[src/logic/bwc_pkg.sv]
// Purpose: Constants for the bridge window configuration header block
// Assumes: Byte-addressed configuration space, 32-bit dword accesses
// Notes:   Offsets are configuration byte addresses
`default_nettype none
package bwc_pkg;
  // ==========================================================
  // Register offsets
  localparam logic [7:0] BWC_OFS_PF_BASE_LO   = 8'h24;
  localparam logic [7:0] BWC_OFS_PF_LIMIT     = 8'h26;
  localparam logic [7:0] BWC_OFS_PF_BASE_HI   = 8'h28;
  localparam logic [7:0] BWC_OFS_PF_LIMIT_HI  = 8'h2C;
  localparam logic [7:0] BWC_OFS_IO_BASE_HI   = 8'h30;
  localparam logic [7:0] BWC_OFS_IO_LIMIT_HI  = 8'h32;
  localparam logic [7:0] BWC_OFS_CAP_PTR      = 8'h34;
  localparam logic [7:0] BWC_OFS_INT_LINE     = 8'h3C;
  localparam logic [7:0] BWC_OFS_INT_PIN      = 8'h3D;
  // ==========================================================
  // Field positions
  localparam int BWC_ADDR_FLD_HI = 15;
  localparam int BWC_ADDR_FLD_LO = 4;
  // ==========================================================
  // Reset and fixed values
  localparam logic [15:0] BWC_RST_PF_LIMIT   = 16'h0001;
  localparam logic [15:0] BWC_RST_PF_BASE_LO = 16'h0001;
  localparam logic [3:0]  BWC_WIDE_ADDR_CODE = 4'h1;
  localparam logic [31:0] BWC_RST_HI_WORD    = 32'h0000_0000;
  localparam logic [15:0] BWC_RST_IO_HI      = 16'h0000;
  localparam logic [7:0]  BWC_CAP_PTR_VAL    = 8'h40;
  localparam logic [7:0]  BWC_RST_INT_LINE   = 8'hFF;
  localparam logic [7:0]  BWC_INT_PIN_VAL    = 8'h00;
  localparam logic [19:0] BWC_LOW_ONES       = 20'hFFFFF;
  localparam logic [19:0] BWC_LOW_ZERO       = 20'h00000;
  localparam logic [3:0]  BWC_RST_INT_N      = 4'hF;
  localparam logic [31:0] BWC_RST_RDATA      = 32'h0000_0000;
endpackage
`default_nettype wire

[src/logic/bwc_win_if.sv]
// Purpose: Carries one assembled window and a request address to the checker
// Assumes: Addresses are 64 bits wide
// Notes:   Producer drives bounds and address, checker answers hit
`default_nettype none
interface bwc_win_if;
  logic [63:0] bottom;
  logic [63:0] top;
  logic [63:0] addr;
  logic        hit;
  modport producer (output bottom, output top, output addr, input hit);
  modport checker_side (input bottom, input top, input addr, output hit);
endinterface
`default_nettype wire

[src/logic/bwc_win_check.sv]
// Purpose: Inclusive window compare for forwarding decisions
// Assumes: Bounds are already assembled to full width
// Notes:   Combinational; an inverted window never hits
`default_nettype none
module bwc_win_check (
  // Window
  bwc_win_if.checker_side win
);
  // ==========================================================
  // Compare
  // Inverted window is disabled, so software can park it safely
  assign win.hit = (win.bottom <= win.top) && (win.addr >= win.bottom)
                   && (win.addr <= win.top);
endmodule
`default_nettype wire

[src/logic/bwc_top.sv]
// Purpose: Prefetchable and I/O window extension registers of a bridge header
// Assumes: Dword config accesses with byte enables on the primary side
// Notes:   Window hits are combinational outputs for the forwarding logic
`default_nettype none
module bwc_top
  import bwc_pkg::*;
(
  // Clock and reset
  input  wire logic        mclk_i,
  input  wire logic        srst_i,
  // Configuration access
  input  wire logic        cfg_wr_i,
  input  wire logic        cfg_rd_i,
  input  wire logic [7:0]  cfg_addr_i,
  input  wire logic [3:0]  cfg_be_i,
  input  wire logic [31:0] cfg_wdata_i,
  output logic      [31:0] cfg_rdata_o,
  output logic             cfg_rvalid_o,
  // Forwarding check
  input  wire logic [63:0] fwd_addr_i,
  input  wire logic        fwd_is_io_i,
  output logic             fwd_hit_o,
  // Interrupt pass-through
  input  wire logic [3:0]  sec_int_n_i,
  output logic      [3:0]  pri_int_n_o
);
  import bwc_pkg::*;

  // ==========================================================
  // Register state
  logic [11:0] prefetch_bottom_addr_r;
  logic [11:0] prefetch_top_addr_r;
  logic [31:0] prefetch_base_high_word_r;
  logic [31:0] prefetch_limit_high_word_r;
  logic [15:0] io_bottom_addr_high_r;
  logic [15:0] io_top_addr_high_r;
  logic [7:0]  interrupt_line_scratch_r;
  logic [3:0]  sec_int_meta_r;
  logic [3:0]  sec_int_sync_r;
  logic [31:0] rdata_nxt;
  logic [3:0]  wide_addr_indicator;
  logic [7:0]  dw_addr;
  logic        pf_hit;
  logic        io_hit;
  logic        sel_pf_lo;
  logic        sel_pf_base_hi;
  logic        sel_pf_lim_hi;
  logic        sel_io_hi;
  logic        sel_int_line;

  // Fixed wide-address code and the dword the host points at
  assign wide_addr_indicator = BWC_WIDE_ADDR_CODE;
  assign dw_addr = {cfg_addr_i[7:2], 2'b00};

  // Dword decode; byte offsets inside one dword share a single select
  function automatic logic dw_match(input logic [7:0] a, input logic [7:0] ofs);
    dw_match = (a[7:2] == ofs[7:2]);
  endfunction

  // ==========================================================
  // Write selects; a read never disturbs any register
  assign sel_pf_lo      = cfg_wr_i && dw_match(cfg_addr_i, BWC_OFS_PF_BASE_LO);
  assign sel_pf_base_hi = cfg_wr_i && dw_match(cfg_addr_i, BWC_OFS_PF_BASE_HI);
  assign sel_pf_lim_hi  = cfg_wr_i && dw_match(cfg_addr_i, BWC_OFS_PF_LIMIT_HI);
  assign sel_io_hi      = cfg_wr_i && dw_match(cfg_addr_i, BWC_OFS_IO_BASE_HI);
  assign sel_int_line   = cfg_wr_i && dw_match(cfg_addr_i, BWC_OFS_INT_LINE);

  // Byte-lane merge, shared by the prefetch and I/O upper extension registers
  function automatic logic [7:0] lane(input logic [7:0] old, input logic [7:0] nw,
                                      input logic en);
    lane = en ? nw : old;
  endfunction

  // ==========================================================
  // Prefetch base and limit low fields (dword 24h)
  always_ff @(posedge mclk_i) begin
    if (srst_i) begin
      prefetch_bottom_addr_r <= BWC_RST_PF_BASE_LO[BWC_ADDR_FLD_HI:BWC_ADDR_FLD_LO];
      prefetch_top_addr_r    <= BWC_RST_PF_LIMIT[BWC_ADDR_FLD_HI:BWC_ADDR_FLD_LO];
    end else if (sel_pf_lo) begin
      // Low nibbles are read-only, so only the upper part of lane 0/2 lands
      if (cfg_be_i[0]) prefetch_bottom_addr_r[3:0]  <= cfg_wdata_i[7:4];
      if (cfg_be_i[1]) prefetch_bottom_addr_r[11:4] <= cfg_wdata_i[15:8];
      if (cfg_be_i[2]) prefetch_top_addr_r[3:0]     <= cfg_wdata_i[23:20];
      if (cfg_be_i[3]) prefetch_top_addr_r[11:4]    <= cfg_wdata_i[31:24];
    end
  end

  // ==========================================================
  // Upper 32-bit prefetch extensions
  always_ff @(posedge mclk_i) begin
    if (srst_i) begin
      prefetch_base_high_word_r  <= BWC_RST_HI_WORD;
      prefetch_limit_high_word_r <= BWC_RST_HI_WORD;
    end else if (cfg_wr_i) begin
      // Each lane obeys its own enable, so partial dword writes merge
      for (int i = 0; i < 4; i++) begin
        if (sel_pf_base_hi)
          prefetch_base_high_word_r[i*8 +: 8] <=
            lane(prefetch_base_high_word_r[i*8 +: 8], cfg_wdata_i[i*8 +: 8], cfg_be_i[i]);
        if (sel_pf_lim_hi)
          prefetch_limit_high_word_r[i*8 +: 8] <=
            lane(prefetch_limit_high_word_r[i*8 +: 8], cfg_wdata_i[i*8 +: 8], cfg_be_i[i]);
      end
    end
  end

  // ==========================================================
  // Upper 16-bit I/O extensions
  always_ff @(posedge mclk_i) begin
    if (srst_i) begin
      io_bottom_addr_high_r <= BWC_RST_IO_HI;
      io_top_addr_high_r    <= BWC_RST_IO_HI;
    end else if (sel_io_hi) begin
      // Base sits in the low half of the dword, limit in the high half
      io_bottom_addr_high_r[7:0]  <= lane(io_bottom_addr_high_r[7:0], cfg_wdata_i[7:0],
                                          cfg_be_i[0]);
      io_bottom_addr_high_r[15:8] <= lane(io_bottom_addr_high_r[15:8], cfg_wdata_i[15:8],
                                          cfg_be_i[1]);
      io_top_addr_high_r[7:0]     <= lane(io_top_addr_high_r[7:0], cfg_wdata_i[23:16],
                                          cfg_be_i[2]);
      io_top_addr_high_r[15:8]    <= lane(io_top_addr_high_r[15:8], cfg_wdata_i[31:24],
                                          cfg_be_i[3]);
    end
  end

  // ==========================================================
  // Interrupt line scratch; pin byte and cap pointer ignore writes
  always_ff @(posedge mclk_i) begin
    if (srst_i) begin
      interrupt_line_scratch_r <= BWC_RST_INT_LINE;
    end else if (sel_int_line && cfg_be_i[0]) begin
      interrupt_line_scratch_r <= cfg_wdata_i[7:0];
    end
  end

  // ==========================================================
  // Read mux, one cycle of latency
  always_comb begin
    rdata_nxt = 32'h0000_0000;
    case (dw_addr)
      BWC_OFS_PF_BASE_LO: rdata_nxt = {prefetch_top_addr_r, wide_addr_indicator,
                                       prefetch_bottom_addr_r, wide_addr_indicator};
      BWC_OFS_PF_BASE_HI: rdata_nxt = prefetch_base_high_word_r;
      BWC_OFS_PF_LIMIT_HI: rdata_nxt = prefetch_limit_high_word_r;
      BWC_OFS_IO_BASE_HI: rdata_nxt = {io_top_addr_high_r, io_bottom_addr_high_r};
      BWC_OFS_CAP_PTR: rdata_nxt = {24'h00_0000, BWC_CAP_PTR_VAL};
      BWC_OFS_INT_LINE: rdata_nxt = {16'h0000, BWC_INT_PIN_VAL,
                                     interrupt_line_scratch_r};
      default: rdata_nxt = 32'h0000_0000;
    endcase
  end

  // Read strobe echoed one edge later as the answer flag
  always_ff @(posedge mclk_i) begin
    if (srst_i) begin
      cfg_rvalid_o <= 1'b0;
    end else begin
      cfg_rvalid_o <= cfg_rd_i;
    end
  end

  // Read data held between reads, so a slow host may still take it late
  always_ff @(posedge mclk_i) begin
    if (srst_i) begin
      cfg_rdata_o <= BWC_RST_RDATA;
    end else if (cfg_rd_i) begin
      cfg_rdata_o <= rdata_nxt;
    end
  end

  // ==========================================================
  // Window assembly and forwarding decision
  bwc_win_if pf_win ();
  bwc_win_if io_win ();

  assign pf_win.bottom = {prefetch_base_high_word_r, prefetch_bottom_addr_r,
                          BWC_LOW_ZERO};
  assign pf_win.top    = {prefetch_limit_high_word_r, prefetch_top_addr_r,
                          BWC_LOW_ONES};
  assign pf_win.addr   = fwd_addr_i;
  // I/O upper bits sit above a 20-bit low part; 64-bit compare zero-extends them
  // Limitation: the low I/O base and limit bytes live elsewhere, so 1 MB granularity
  assign io_win.bottom = {28'h000_0000, io_bottom_addr_high_r, BWC_LOW_ZERO};
  assign io_win.top    = {28'h000_0000, io_top_addr_high_r, BWC_LOW_ONES};
  assign io_win.addr   = fwd_addr_i;

  // One comparator module keeps the inclusive rule in a single place
  bwc_win_check u_pf_chk (.win(pf_win.checker_side));
  bwc_win_check u_io_chk (.win(io_win.checker_side));

  assign pf_hit    = pf_win.hit;
  assign io_hit    = io_win.hit;
  // Combinational, so the forwarding logic decides in the same cycle
  assign fwd_hit_o = fwd_is_io_i ? io_hit : pf_hit;

  // ==========================================================
  // Interrupt pass-through; pins come from another domain
  // Two flops tame metastability; the third keeps the primary pins glitch free,
  // at the cost of one cycle that a level-sensitive interrupt never notices
  always_ff @(posedge mclk_i) begin
    if (srst_i) begin
      sec_int_meta_r <= BWC_RST_INT_N;
      sec_int_sync_r <= BWC_RST_INT_N;
      pri_int_n_o    <= BWC_RST_INT_N;
    end else begin
      sec_int_meta_r <= sec_int_n_i;
      sec_int_sync_r <= sec_int_meta_r;
      pri_int_n_o    <= sec_int_sync_r;
    end
  end

endmodule
`default_nettype wire

[config.mk]
export PLATFORM = sky130hd
export DESIGN_NAME = bwc_top
export DESIGN_NICKNAME = d
export VERILOG_FILES = /design/src/logic/bwc_pkg.sv /design/src/logic/bwc_win_if.sv /design/src/logic/bwc_win_check.sv /design/src/logic/bwc_top.sv
export SDC_FILE = /design/constraint.sdc
export NUM_CORES = 1
export LEC_CHECK = 0
export ABC_AREA = 1
export ABC_CLOCK_PERIOD_IN_PS = 2100
export BUFFER_PORTS_ARGS = -buffer_cell sky130_fd_sc_hd__buf_2
export CORE_ASPECT_RATIO = 0.5
export CORE_MARGIN = 2
export CORE_UTILIZATION = 55
export CTS_BUF_LIST = sky130_fd_sc_hd__clkbuf_16
export CTS_CLUSTER_SIZE = 8
export DETAILED_ROUTE_END_ITERATION = 10
export HOLD_SLACK_MARGIN = 0.05
export PLACE_DENSITY = 0.78
export SKIP_CTS_REPAIR_TIMING = 1
export SYNTH_ARGS = -nofsm -noshare
export SYNTH_HDL_FRONTEND = slang
export SYNTH_SLANG_ARGS = --single-unit
[constraint.sdc]
create_clock -name mclk_i -period 2.1 [get_ports mclk_i]
set_input_delay 0.42 -clock mclk_i [delete_from_list [all_inputs] [get_ports mclk_i]]
set_output_delay 0.42 -clock mclk_i [all_outputs]
set_load 0.005 [all_outputs]
==> flow_metrics.py, run 1 <==
metrics = {
    "outcome": {
        "outcome": "complete, but fails checks",
        "violations": "setup timing",
    },
    "yosys": {
        "avgSynthCellArea_um2": 7.195,
        "synth_top_area_frac": 0.3109,
        "synth.distinct_cells": 35,
        "synth_area_um2": 11140,
        "synth_fp_nets": 1843,
        "synth_seq_cells": 173,
        "synthCells": 1548,
        "synth_largest_area_cell": "dfxtp_1",
        "yosys_warnings": 0,
        "synthTopCellsByArea": "dfxtp_1 (31%), ha_1 (20%), a21oi_1 (9.9%)",
        "synth_seq_area_share": 0.3109,
    },
    "layout": {
        "layout.nets": 2105,
        "nFillCells": 1520,
        "n_antenna_cell": 0,
        "syn_to_final_growth_pct": 29.29,
        "final_util": 0.7332,
        "drive_above_1_share": 0.2600,
        "design_area_um2": 14400,
    },
    "global_routing": {
        "global_route.overflow_total": 0,
        "grt_pass1_vias": 11320,
        "track_usage": 0.3462,
        "grt_pass1_wl_um": 57550,
        "antenna_found_initial": 1,
        "grt_max_degree": 76,
    },
    "worst_setup_path": {
        "critPathArrivalTime_ns": 2.34,
        "slowest_delay_ns": 0.37,
        "start_kind": "flip-flop",
        "cpMostUsedCell": "nor2_1",
        "crit_path_end_kind": "primary output",
        "critPathSlowestCell": "dfxtp_2",
        "r2r-start": "prefetch_limit_high_word_r[9]",
        "required_ns": 1.68,
        "r2r_cells": 5,
        "cp-endpoint": "fwd_hit_o",
        "r2r_slack_ns": 0.83,
        "crit_path_start": "prefetch_base_high_word_r[21]",
        "crit_fanout": 2,
        "crit_chain": "inv_1, ha_1, a21oi_1, nor2_1, nor2_1, nand2_1, a21oi_2, buf_4, nand4_1, nand3_2, nand2_2, buf_2",
        "rr_endpoint": "cfg_rdata_o[9]",
        "crit_type": "flip-flop to primary output",
    },
    "power": {
        "p_int_mw": 5.524,
        "pwr-share-seq": 0.441,
        "swShare": 0.2641,
        "pwr-share-clk": 0.430,
        "vdd_drop_max_uv": 581.4,
        "power_density_nw_per_um2": 521.2,
        "combPwrFrac": 0.129,
        "leakage_nw": 6.210,
        "p_sw_mw": 1.982,
    },
    "clock_network": {
        "clock-sinks": 173,
        "clk_path_buf_depth": 2,
        "cts_tree": "built",
        "cts_max_level": 4,
        "path_clk_slew_ns": 0.07,
        "ctsRootBufferMaster": "clkbuf_16",
        "cts_buffers": 17,
        "clkLatencyLatePin_ns": 0.45,
    },
    "sta": {
        "finalCritPeriodShare": 1.315,
        "fmaxAchievable_ghz": 0.3621,
        "worstMarginPinSlew_ns": 0.5271,
        "final.setup.tns_ns": -0.6617,
        "setup_ws_ns": -0.6617,
        "slew_headroom": 0.6486,
        "finalMaxSlewViolations": 0,
        "hold_viol_final": 0,
        "setup_viol_count_final": 1,
        "period_needed_ns": 2.762,
        "rsz0062_at_grt": "yes",
        "skew_ns": 0.007723,
    },
    "placement": {
        "post_dp_cell_area_um2": 13100,
        "dp_hpwl_um": 28450,
        "gp_congestion": 0.9517,
        "io_buffers": 152,
    },
    "min_path": {
        "hp-class": "input pin to flip-flop",
        "hold_path_startpoint": "sec_int_n_i[1]",
    },
    "floorplanning": {
        "start_util": 0.5672,
        "fp.coreArea_um2": 19640,
        "ioPinCount": 155,
        "die_area_um2": 21470,
        "die_y_um": 104.6,
        "fp-row-count": 36,
        "dieWidth_um": 205.3,
    },
    "route": {
        "ant_nets": 0,
        "dr.first_iter.drc_count": 1396,
        "via_count": 12130,
        "drt_pre_antenna_iters": 5,
        "drc": 0,
        "avgRoutedWirePerCell_um": 18.38,
        "drt-total-wl_um": 38390,
        "via_per_inst": 5.808,
    },
    "run": {
        "cap_viol_max_count": 0,
    },
}
power by group through the flow:
stage | clock [mW] | combinational, mW | sequential [mW]
2_1_floorplan | 0 | 0.461 | 3.38
3_3_place_gp | 0 | 0.813 | 3.38
3_5_place_dp | 0 | 0.852 | 3.38
4_1_cts | 3.21 | 0.863 | 3.31
5_1_grt | 3.35 | 1.07 | 3.31
6_report | 3.23 | 0.966 | 3.31
layout make-up:
cell class,instances,area (um2),share of cell area
Clock buffer,17,425.4,0.02954
Clock inverter,15,153.9,0.01069
Multi-Input combinational cell,1127,7322,0.5085
Inverter,195,734.5,0.05100
Tap cell,266,332.8,0.02311
Sequential cell,173,3493,0.2426
Timing Repair Buffer,296,1938,0.1346
per-layer routing:
metal | GRT usage | part of all wire
met5 | 0 | 0
met4 | 0.1377 | 0.027
met3 | 0.07392 | 0.11
met2 | 0.5215 | 0.44
met1 | 0.4810 | 0.43
stage by stage:
stage / power, mW / instances / setup slack, ns / hold slack (ns)
after global placement: 4.196 / 2053 / -0.3099 / 0.3943
after global routing: 7.733 / 2089 / -0.7511 / 0.1547
after floorplan: 3.844 / 1548 / 0.2247 / 0.3895
final: 7.506 / 2089 / -0.6617 / 0.1573
after CTS: 7.381 / 2085 / -0.7821 / 0.1546
after detailed placement: 4.236 / 2053 / -0.3806 / 0.3954
cell families after synthesis:
kind of cell | synth area share
adder cells (fa/ha/maj) | 0.2000
buffers and inverters | 0.08785
AND/OR/NAND/NOR | 0.1792
AO/OA/AOI/OAI | 0.2221
flip-flops | 0.3109
critical path: cells and delay by family, from the launching register on:
kind	cells	cell delay (ns)
buf+inv	3	0.38
simple gates	6	0.49
compound gates	2	0.35
fa+ha+maj	1	0.30
flops	1	0.37
cells in the mapped netlist:
library cell,instances
nand2_1,276
a21oi_1,220
inv_1,194
ha_1,178
dfxtp_1,173
o21ai_0,159
nor2_1,124
o22ai_1,47
nand3_1,38
clkbuf_1,25
buf_2,23
nand4_1,18
or2_2,12
a21o_1,8
o21ai_1,8
o211ai_1,6
and2_1,5
o21a_1,5
a22oi_1,3
nor3_1,3
o21bai_1,3
buf_1,2
buf_6,2
nand3_2,2
nor2_4,2
nor3b_1,2
o221ai_1,2
a211oi_1,1
a21oi_2,1
buf_4,1
inv_2,1
nand2_2,1
nor2_2,1
o2111ai_1,1
o211ai_2,1
flip-flops by register name (all words and copies together) (netlist names), 8 cells and up:
register / flops
interrupt_line_scratch_r: 8
cfg_rdata_o: 32
prefetch_top_addr_r: 12
io_bottom_addr_high_r: 16
prefetch_limit_high_word_r: 32
prefetch_bottom_addr_r: 12
io_top_addr_high_r: 16
prefetch_base_high_word_r: 32
worst min path at each step:
| stage | end | slack [ns] | cells past startpoint |
|---|---|---|---|
| after floorplan | pri_int_n_o[0] | 0.39 | 1 |
| final | sec_int_meta_r[1] | 0.16 | 2 |
| after detailed placement | sec_int_sync_r[3] | 0.40 | 1 |
| after global routing | sec_int_meta_r[3] | 0.15 | 2 |
| after global placement | pri_int_n_o[0] | 0.39 | 1 |
| after CTS | sec_int_meta_r[0] | 0.15 | 2 |
cells in the final DEF, fill, tap and decap left out, drive strengths merged:
cell | Yosys | final
buf | 28 | 296
nand2 | 277 | 277
a21oi | 221 | 221
inv | 195 | 197
ha | 178 | 178
dfxtp | 173 | 173
o21ai | 167 | 167
nor2 | 127 | 127
o22ai | 47 | 47
nand3 | 40 | 40
nand4 | 18 | 18
clkbuf | 25 | 17
or2 | 12 | 12
a21o | 8 | 8
clkinv | 0 | 8
o211ai | 7 | 7
o21a | 5 | 5
and2 | 5 | 5
o21bai | 3 | 3
nor3 | 3 | 3
a22oi | 3 | 3
bufinv | 0 | 3
o221ai | 2 | 2
clkinvlp | 0 | 2
nor3b | 2 | 2
o2111ai | 1 | 1
a211oi | 1 | 1
Note: power is estimated with default switching activity, not from simulation.
==> run 2, diff against run 1 <==
- ABC_AREA: 1 -> unset
==> run 2 against run 1 <==
The flow still finishes with violations (setup timing). Clock skew increased by 0.0020 ns. Synthesized area decreased by 0.21%. Clock power increased by 15%. Design area increased by 4.7%. Largest power group is now clock.
==> flow_metrics.py, run 2 <==
metrics = {
    "outcome": {
        "outcome": "complete, but fails checks",
        "violations": "setup timing",
    },
    "worst_setup_path": {
        "r2r_cells": 8,
        "crit_type": "flip-flop to primary output",
        "crit_fanout": 3,
        "r2r-start": "prefetch_bottom_addr_r[3]",
        "cpMostUsedCell": "nand4_1",
        "required_ns": 1.68,
        "crit_path_end_kind": "primary output",
        "slowest_delay_ns": 0.33,
        "critPathSlowestCell": "a211o_1",
        "rr_endpoint": "cfg_rdata_o[7]",
        "start_kind": "flip-flop",
        "crit_chain": "inv_1, ha_4, nand4_1, nor2_1, a221o_1, a211o_1, o211ai_1, nand4_1, o21ai_2, buf_2",
        "r2r_slack_ns": 0.38,
        "critPathArrivalTime_ns": 2.77,
        "crit_path_start": "prefetch_limit_high_word_r[11]",
    },
    "power": {
        "leakage_nw": 6.285,
        "p_total_mw": 7.929,
        "power_density_nw_per_um2": 526.1,
        "vdd_drop_max_uv": 996.7,
    },
    "global_routing": {
        "grt_max_degree": 49,
        "global_route.overflow_total": 0,
        "track_usage": 0.4136,
        "antenna_found_initial": 0,
        "grt_pass1_wl_um": 67010,
        "grt_pass1_vias": 12050,
    },
    "floorplanning": {
        "die_area_um2": 21430,
        "ioPinCount": 155,
        "start_util": 0.5659,
        "fp.coreArea_um2": 19640,
        "fp-row-count": 36,
        "dieWidth_um": 205.0,
        "die_y_um": 104.5,
    },
    "yosys": {
        "synth_largest_area_cell": "dfxtp_1",
        "synth_fp_nets": 1708,
        "synth.cells.most_frequent": "nand2_1 (270), a21oi_1 (238), ha_1 (178)",
        "synth_top_area_frac": 0.3116,
        "synthCells": 1413,
        "avgSynthCellArea_um2": 7.866,
        "synthTopCellsByArea": "dfxtp_1 (31%), ha_1 (20%), a21oi_1 (11%)",
        "synthArstFlopShare": 0,
        "synth_seq_area_share": 0.3116,
        "synth.most_common_cell": "nand2_1",
        "synth_area_um2": 11110,
        "synth-main-ff-cell": "dfxtp_1",
        "synth_seq_cells": 173,
        "synth_edf_count": 0,
        "synth.distinct_cells": 59,
        "yosys_warnings": 0,
    },
    "clock_network": {
        "clk_path_buf_depth": 2,
        "clkLatencyLatePin_ns": 0.46,
        "ctsRootBufferMaster": "clkbuf_16",
        "cts_buffers": 17,
        "clock-sinks": 173,
        "path_clk_slew_ns": 0.07,
        "cts_max_level": 4,
        "cts_tree": "built",
    },
    "route": {
        "dr.first_iter.drc_count": 1641,
        "drt-total-wl_um": 44240,
        "drt_pre_antenna_iters": 5,
        "via_per_inst": 6.034,
        "via_count": 12550,
        "drc": 0,
        "avgRoutedWirePerCell_um": 21.27,
        "ant_nets": 0,
    },
    "placement": {
        "dp_hpwl_um": 35200,
        "gp_congestion": 1.017,
        "io_buffers": 152,
    },
    "layout": {
        "layout.nets": 2096,
        "seqCellArea_um2": 3481,
        "nFillCells": 1441,
        "n_antenna_cell": 0,
        "multi_input_area_um2": 7164,
        "reg_top3": "cfg_rdata_o (32), prefetch_base_high_word_r (32), prefetch_limit_high_word_r (32)",
        "layout_commonest_cell": "nand2_1",
        "syn_to_final_growth_pct": 35.60,
        "final_cell_mix": "nand2_1 (270), buf_4 (250), a21oi_1 (234)",
        "drive_above_1_share": 0.2872,
    },
    "sta": {
        "setup_ws_ns": -1.095,
        "rsz0062_at_grt": "yes",
        "hold_viol_final": 0,
        "setup_viol_count_final": 1,
        "period_needed_ns": 3.195,
        "timing.hold.ws_ns": 0.1506,
        "slew_headroom": 0.6237,
        "fmaxAchievable_ghz": 0.3130,
        "finalMaxSlewViolations": 0,
        "worstMarginPinSlew_ns": 0.5639,
        "skew_ns": 0.009731,
        "finalCritPeriodShare": 1.521,
    },
    "min_path": {
        "hp-class": "input pin to flip-flop",
        "hold_path_end": "sec_int_meta_r[1]",
        "hold_path_startpoint": "sec_int_n_i[1]",
        "hold-path-cell-count": 2,
    },
    "run": {
        "cap_viol_max_count": 0,
    },
}
[run 2: worst max-delay path by stage]
stage | endpoint | slack, ns
detailed placement | fwd_hit_o | -0.87
global placement | fwd_hit_o | -0.89
finish | fwd_hit_o | -1.09
global route | fwd_hit_o | -1.16
CTS | fwd_hit_o | -1.34
floorplan | fwd_hit_o | -0.02
[run 2: kinds of logic after synthesis]
family          synth area share
fa+ha+maj                 0.2004
flops                     0.3116
xor+xnor               0.0007882
compound gates            0.2133
simple gates              0.2011
buf+inv                  0.06360
mux                     0.009231
[run 2: worst max-delay path: cells and delay by family, from the launching register on]
kind | cells | cell delay [ns]
AO/OA/AOI/OAI | 4 | 1.09
adder cells (fa/ha/maj) | 1 | 0.23
buffers and inverters | 2 | 0.31
flip-flops | 1 | 0.32
AND/OR/NAND/NOR | 3 | 0.36
[run 2: stage by stage]
step                      setup TNS (ns)    util  worst slack [ns]  std cells  cell area [um2]
final                             -1.095  0.7674            -1.095       2080            15070
after global routing              -1.159  0.7674            -1.159       2080            15070
after CTS                         -1.344  0.7640            -1.344       2082            15000
after detailed placement          -1.191  0.7299           -0.8700       2050            14330
after global placement           -0.8935  0.7299           -0.8935       2050            14330
after floorplan                 -0.02394       -          -0.02394       1413            11250
[run 2: where the power goes]
| group | leakage, nW | total [mW] | switching [mW] | internal [mW] |
|---|---|---|---|---|
| sequential | 1.40 | 3.30 | 0.00885 | 3.29 |
| combinational | 4.56 | 0.920 | 0.527 | 0.393 |
| clock | 0.325 | 3.70 | 1.47 | 2.23 |
[run 2: layout make-up]
cell class,instances,area share
Multi-Input combinational cell,1065,0.4754
Sequential cell,173,0.2310
Timing Repair Buffer,416,0.1946
Inverter,128,0.03254
Clock buffer,17,0.02823
Tap cell,266,0.02208
Clock inverter,15,0.01619
[run 2: routing by layer]
metal	routed length, um	vias up	GRT usage	part of all wire
li1	-	5776	-	-
met1	18710	5891	0.5875	0.42
met2	18530	778	0.6045	0.42
met3	5915	105	0.1169	0.13
met4	1085	0	0.1218	0.025
met5	0	-	0	0
==> run 3, diff against run 2 <==
- BUFFER_PORTS_ARGS: -buffer_cell sky130_fd_sc_hd__buf_2 -> unset
- DONT_BUFFER_PORTS: unset -> 1
- PLACE_DENSITY: 0.78 -> 0.71
==> run 3 against run 2 <==
The flow still finishes with violations (setup timing). Clock power is 3% lower. Flip-flop and latch count stayed put. Setup slack better by 0.065 ns. Global-route usage is 1.5 points lower. Clock skew is 0.0016 ns higher. Fmax is 2.1% higher. Power is 5.8% lower. Critical path type unchanged. Largest cell class unchanged. Largest power group unchanged. Highest routed layer unchanged.
==> flow_metrics.py, run 3 (synthesized netlist as in run 2, its figures left out) <==
metrics = {
    "route": {
        "ant_nets": 0,
        "dr.first_iter.drc_count": 1409,
        "drt-total-wl_um": 43760,
        "drc": 0,
        "via_count": 11770,
        "drt_pre_antenna_iters": 6,
        "avgRoutedWirePerCell_um": 23.14,
        "via_per_inst": 6.224,
    },
    "placement": {
        "gp_congestion": 0.9778,
        "post_dp_cell_area_um2": 13080,
        "io_buffers": 0,
        "dp_cells": 1849,
        "dp_hpwl_um": 33430,
    },
    "power": {
        "combPwrFrac": 0.078,
        "leakage_nw": 5.454,
        "p_int_mw": 5.584,
        "pwr-share-seq": 0.442,
        "power_density_nw_per_um2": 531.5,
        "p_sw_mw": 1.888,
        "pwr-share-clk": 0.480,
        "vdd_drop_max_uv": 841.7,
        "swShare": 0.2527,
    },
    "clock_network": {
        "cts_tree": "built",
        "ctsRootBufferMaster": "clkbuf_16",
        "clock-sinks": 173,
        "clkLatencyLatePin_ns": 0.47,
        "cts_max_level": 4,
        "path_clk_slew_ns": 0.07,
        "clk_path_buf_depth": 2,
        "cts_buffers": 17,
    },
    "worst_setup_path": {
        "crit_path_end_kind": "primary output",
        "required_ns": 1.68,
        "critPathArrivalTime_ns": 2.71,
        "r2r_slack_ns": 0.46,
        "crit_path_start": "prefetch_limit_high_word_r[4]",
        "cp-endpoint": "fwd_hit_o",
        "r2r-start": "prefetch_limit_high_word_r[7]",
        "crit_fanout": 2,
        "rr_endpoint": "cfg_rdata_o[7]",
        "crit_type": "flip-flop to primary output",
        "r2r_cells": 8,
        "start_kind": "flip-flop",
    },
    "floorplanning": {
        "start_util": 0.5659,
        "fp-row-count": 36,
        "die_y_um": 104.5,
        "die_area_um2": 21430,
        "dieWidth_um": 205.0,
        "ioPinCount": 155,
        "fp.coreArea_um2": 19640,
    },
    "layout": {
        "drive_above_1_share": 0.2129,
        "layout.nets": 1907,
        "syn_to_final_growth_pct": 26.48,
        "final_cell_mix": "nand2_1 (270), a21oi_1 (235), buf_4 (212)",
        "n_antenna_cell": 0,
        "instances_no_fill": 1891,
        "layout_commonest_cell": "nand2_1",
        "design_area_um2": 14060,
        "reg_top3": "cfg_rdata_o (32), prefetch_base_high_word_r (32), prefetch_limit_high_word_r (32)",
    },
    "global_routing": {
        "track_usage": 0.3990,
        "global_route.overflow_total": 0,
        "grt_pass1_wl_um": 64110,
        "antenna_found_initial": 0,
        "grt_max_degree": 174,
        "grt_pass1_vias": 11150,
    },
    "sta": {
        "hold_viol_final": 0,
        "skew_ns": 0.01138,
        "rsz0062_at_grt": "yes",
        "finalCritPeriodShare": 1.490,
        "final.setup.tns_ns": -1.029,
        "finalMaxSlewViolations": 0,
        "period_needed_ns": 3.129,
        "slew_headroom": 0.4045,
        "fmaxAchievable_ghz": 0.3196,
        "setup_viol_count_final": 1,
        "setup_ws_ns": -1.029,
        "timing.hold.ws_ns": 0.05866,
        "worstMarginPinSlew_ns": 0.8903,
    },
    "outcome": {
        "violations": "setup timing",
        "outcome": "complete, but fails checks",
    },
    "run": {
        "cap_viol_max_count": 0,
    },
    "min_path": {
        "hp-class": "input pin to flip-flop",
        "hold_path_startpoint": "sec_int_n_i[2]",
    },
}
## run 3: cell count changes in the layout (fill, tap and decap cells not counted), moves of 4 or more
cell / delta
buf_2: -151
inv_1: -5
a211oi_1: -4
dlygate4sd3_1: +8
a211oi_2: +5
buf_12: -8
inv_2: +7
ha_1: -8
ha_4: +8
dfxtp_2: +4
buf_4: -38
## run 3: area by class of cell
| cell class | instances | area [um2] |
|---|---|---|
| multi-input combinational | 1065 | 7316 |
| fill | 1608 | 5582 |
| sequential | 173 | 3482 |
| timing repair buffer | 227 | 1812 |
| inverter | 128 | 480.5 |
| clock buffer | 17 | 425.4 |
| tap | 266 | 332.8 |
| clock inverter | 15 | 209.0 |
## run 3: worst min-delay path by stage
stage                     cells past startpoint                  endpoint  slack (ns)
after CTS                                     1  io_bottom_addr_high_r[3]        0.01
after global routing                          1         sec_int_meta_r[2]        0.04
after detailed placement                      1            pri_int_n_o[3]        0.39
after global placement                        1            pri_int_n_o[3]        0.39
final                                         1         sec_int_meta_r[2]        0.06
after floorplan                               1            pri_int_n_o[0]        0.39
## run 3: stage by stage
stage / power, mW / worst slack (ns) / util
2_1_floorplan: 3.760 / -0.02394 / -
3_3_place_gp: 3.857 / -0.7665 / 0.6659
3_5_place_dp: 3.884 / -0.7978 / 0.6659
4_1_cts: 7.378 / -1.309 / 0.6982
5_1_grt: 7.644 / -1.155 / 0.7158
6_report: 7.472 / -1.029 / 0.7158
## run 3: power groups by stage
stage                     logic (mW)  registers (mW)  clock network (mW)
after floorplan                0.382            3.38                   0
after global placement         0.478            3.38                   0
after detailed placement       0.504            3.38                   0
after CTS                      0.510            3.30                3.56
after global routing           0.640            3.30                3.70
final                          0.581            3.30                3.59
## run 3: layer usage
| layer | part of all wire | up-vias | wire length [um] | global-route usage |
|---|---|---|---|---|
| li1 | - | 5397 | - | - |
| met1 | 0.43 | 5587 | 18860 | 0.5609 |
| met2 | 0.42 | 697 | 18340 | 0.5883 |
| met3 | 0.13 | 89 | 5574 | 0.1272 |
| met4 | 0.022 | 0 | 978 | 0.09918 |
| met5 | 0 | - | 0 | 0 |
## run 3: critical path, cell delays in order (launching register included)
cell	delay, ns
dfxtp_1	0.33
inv_1	0.19
ha_1	0.27
nand4_1	0.26
buf_4	0.16
nor3_1	0.03
a211o_1	0.34
o211ai_1	0.17
nand4_1	0.13
o21ai_2	0.22
buf_4	0.15
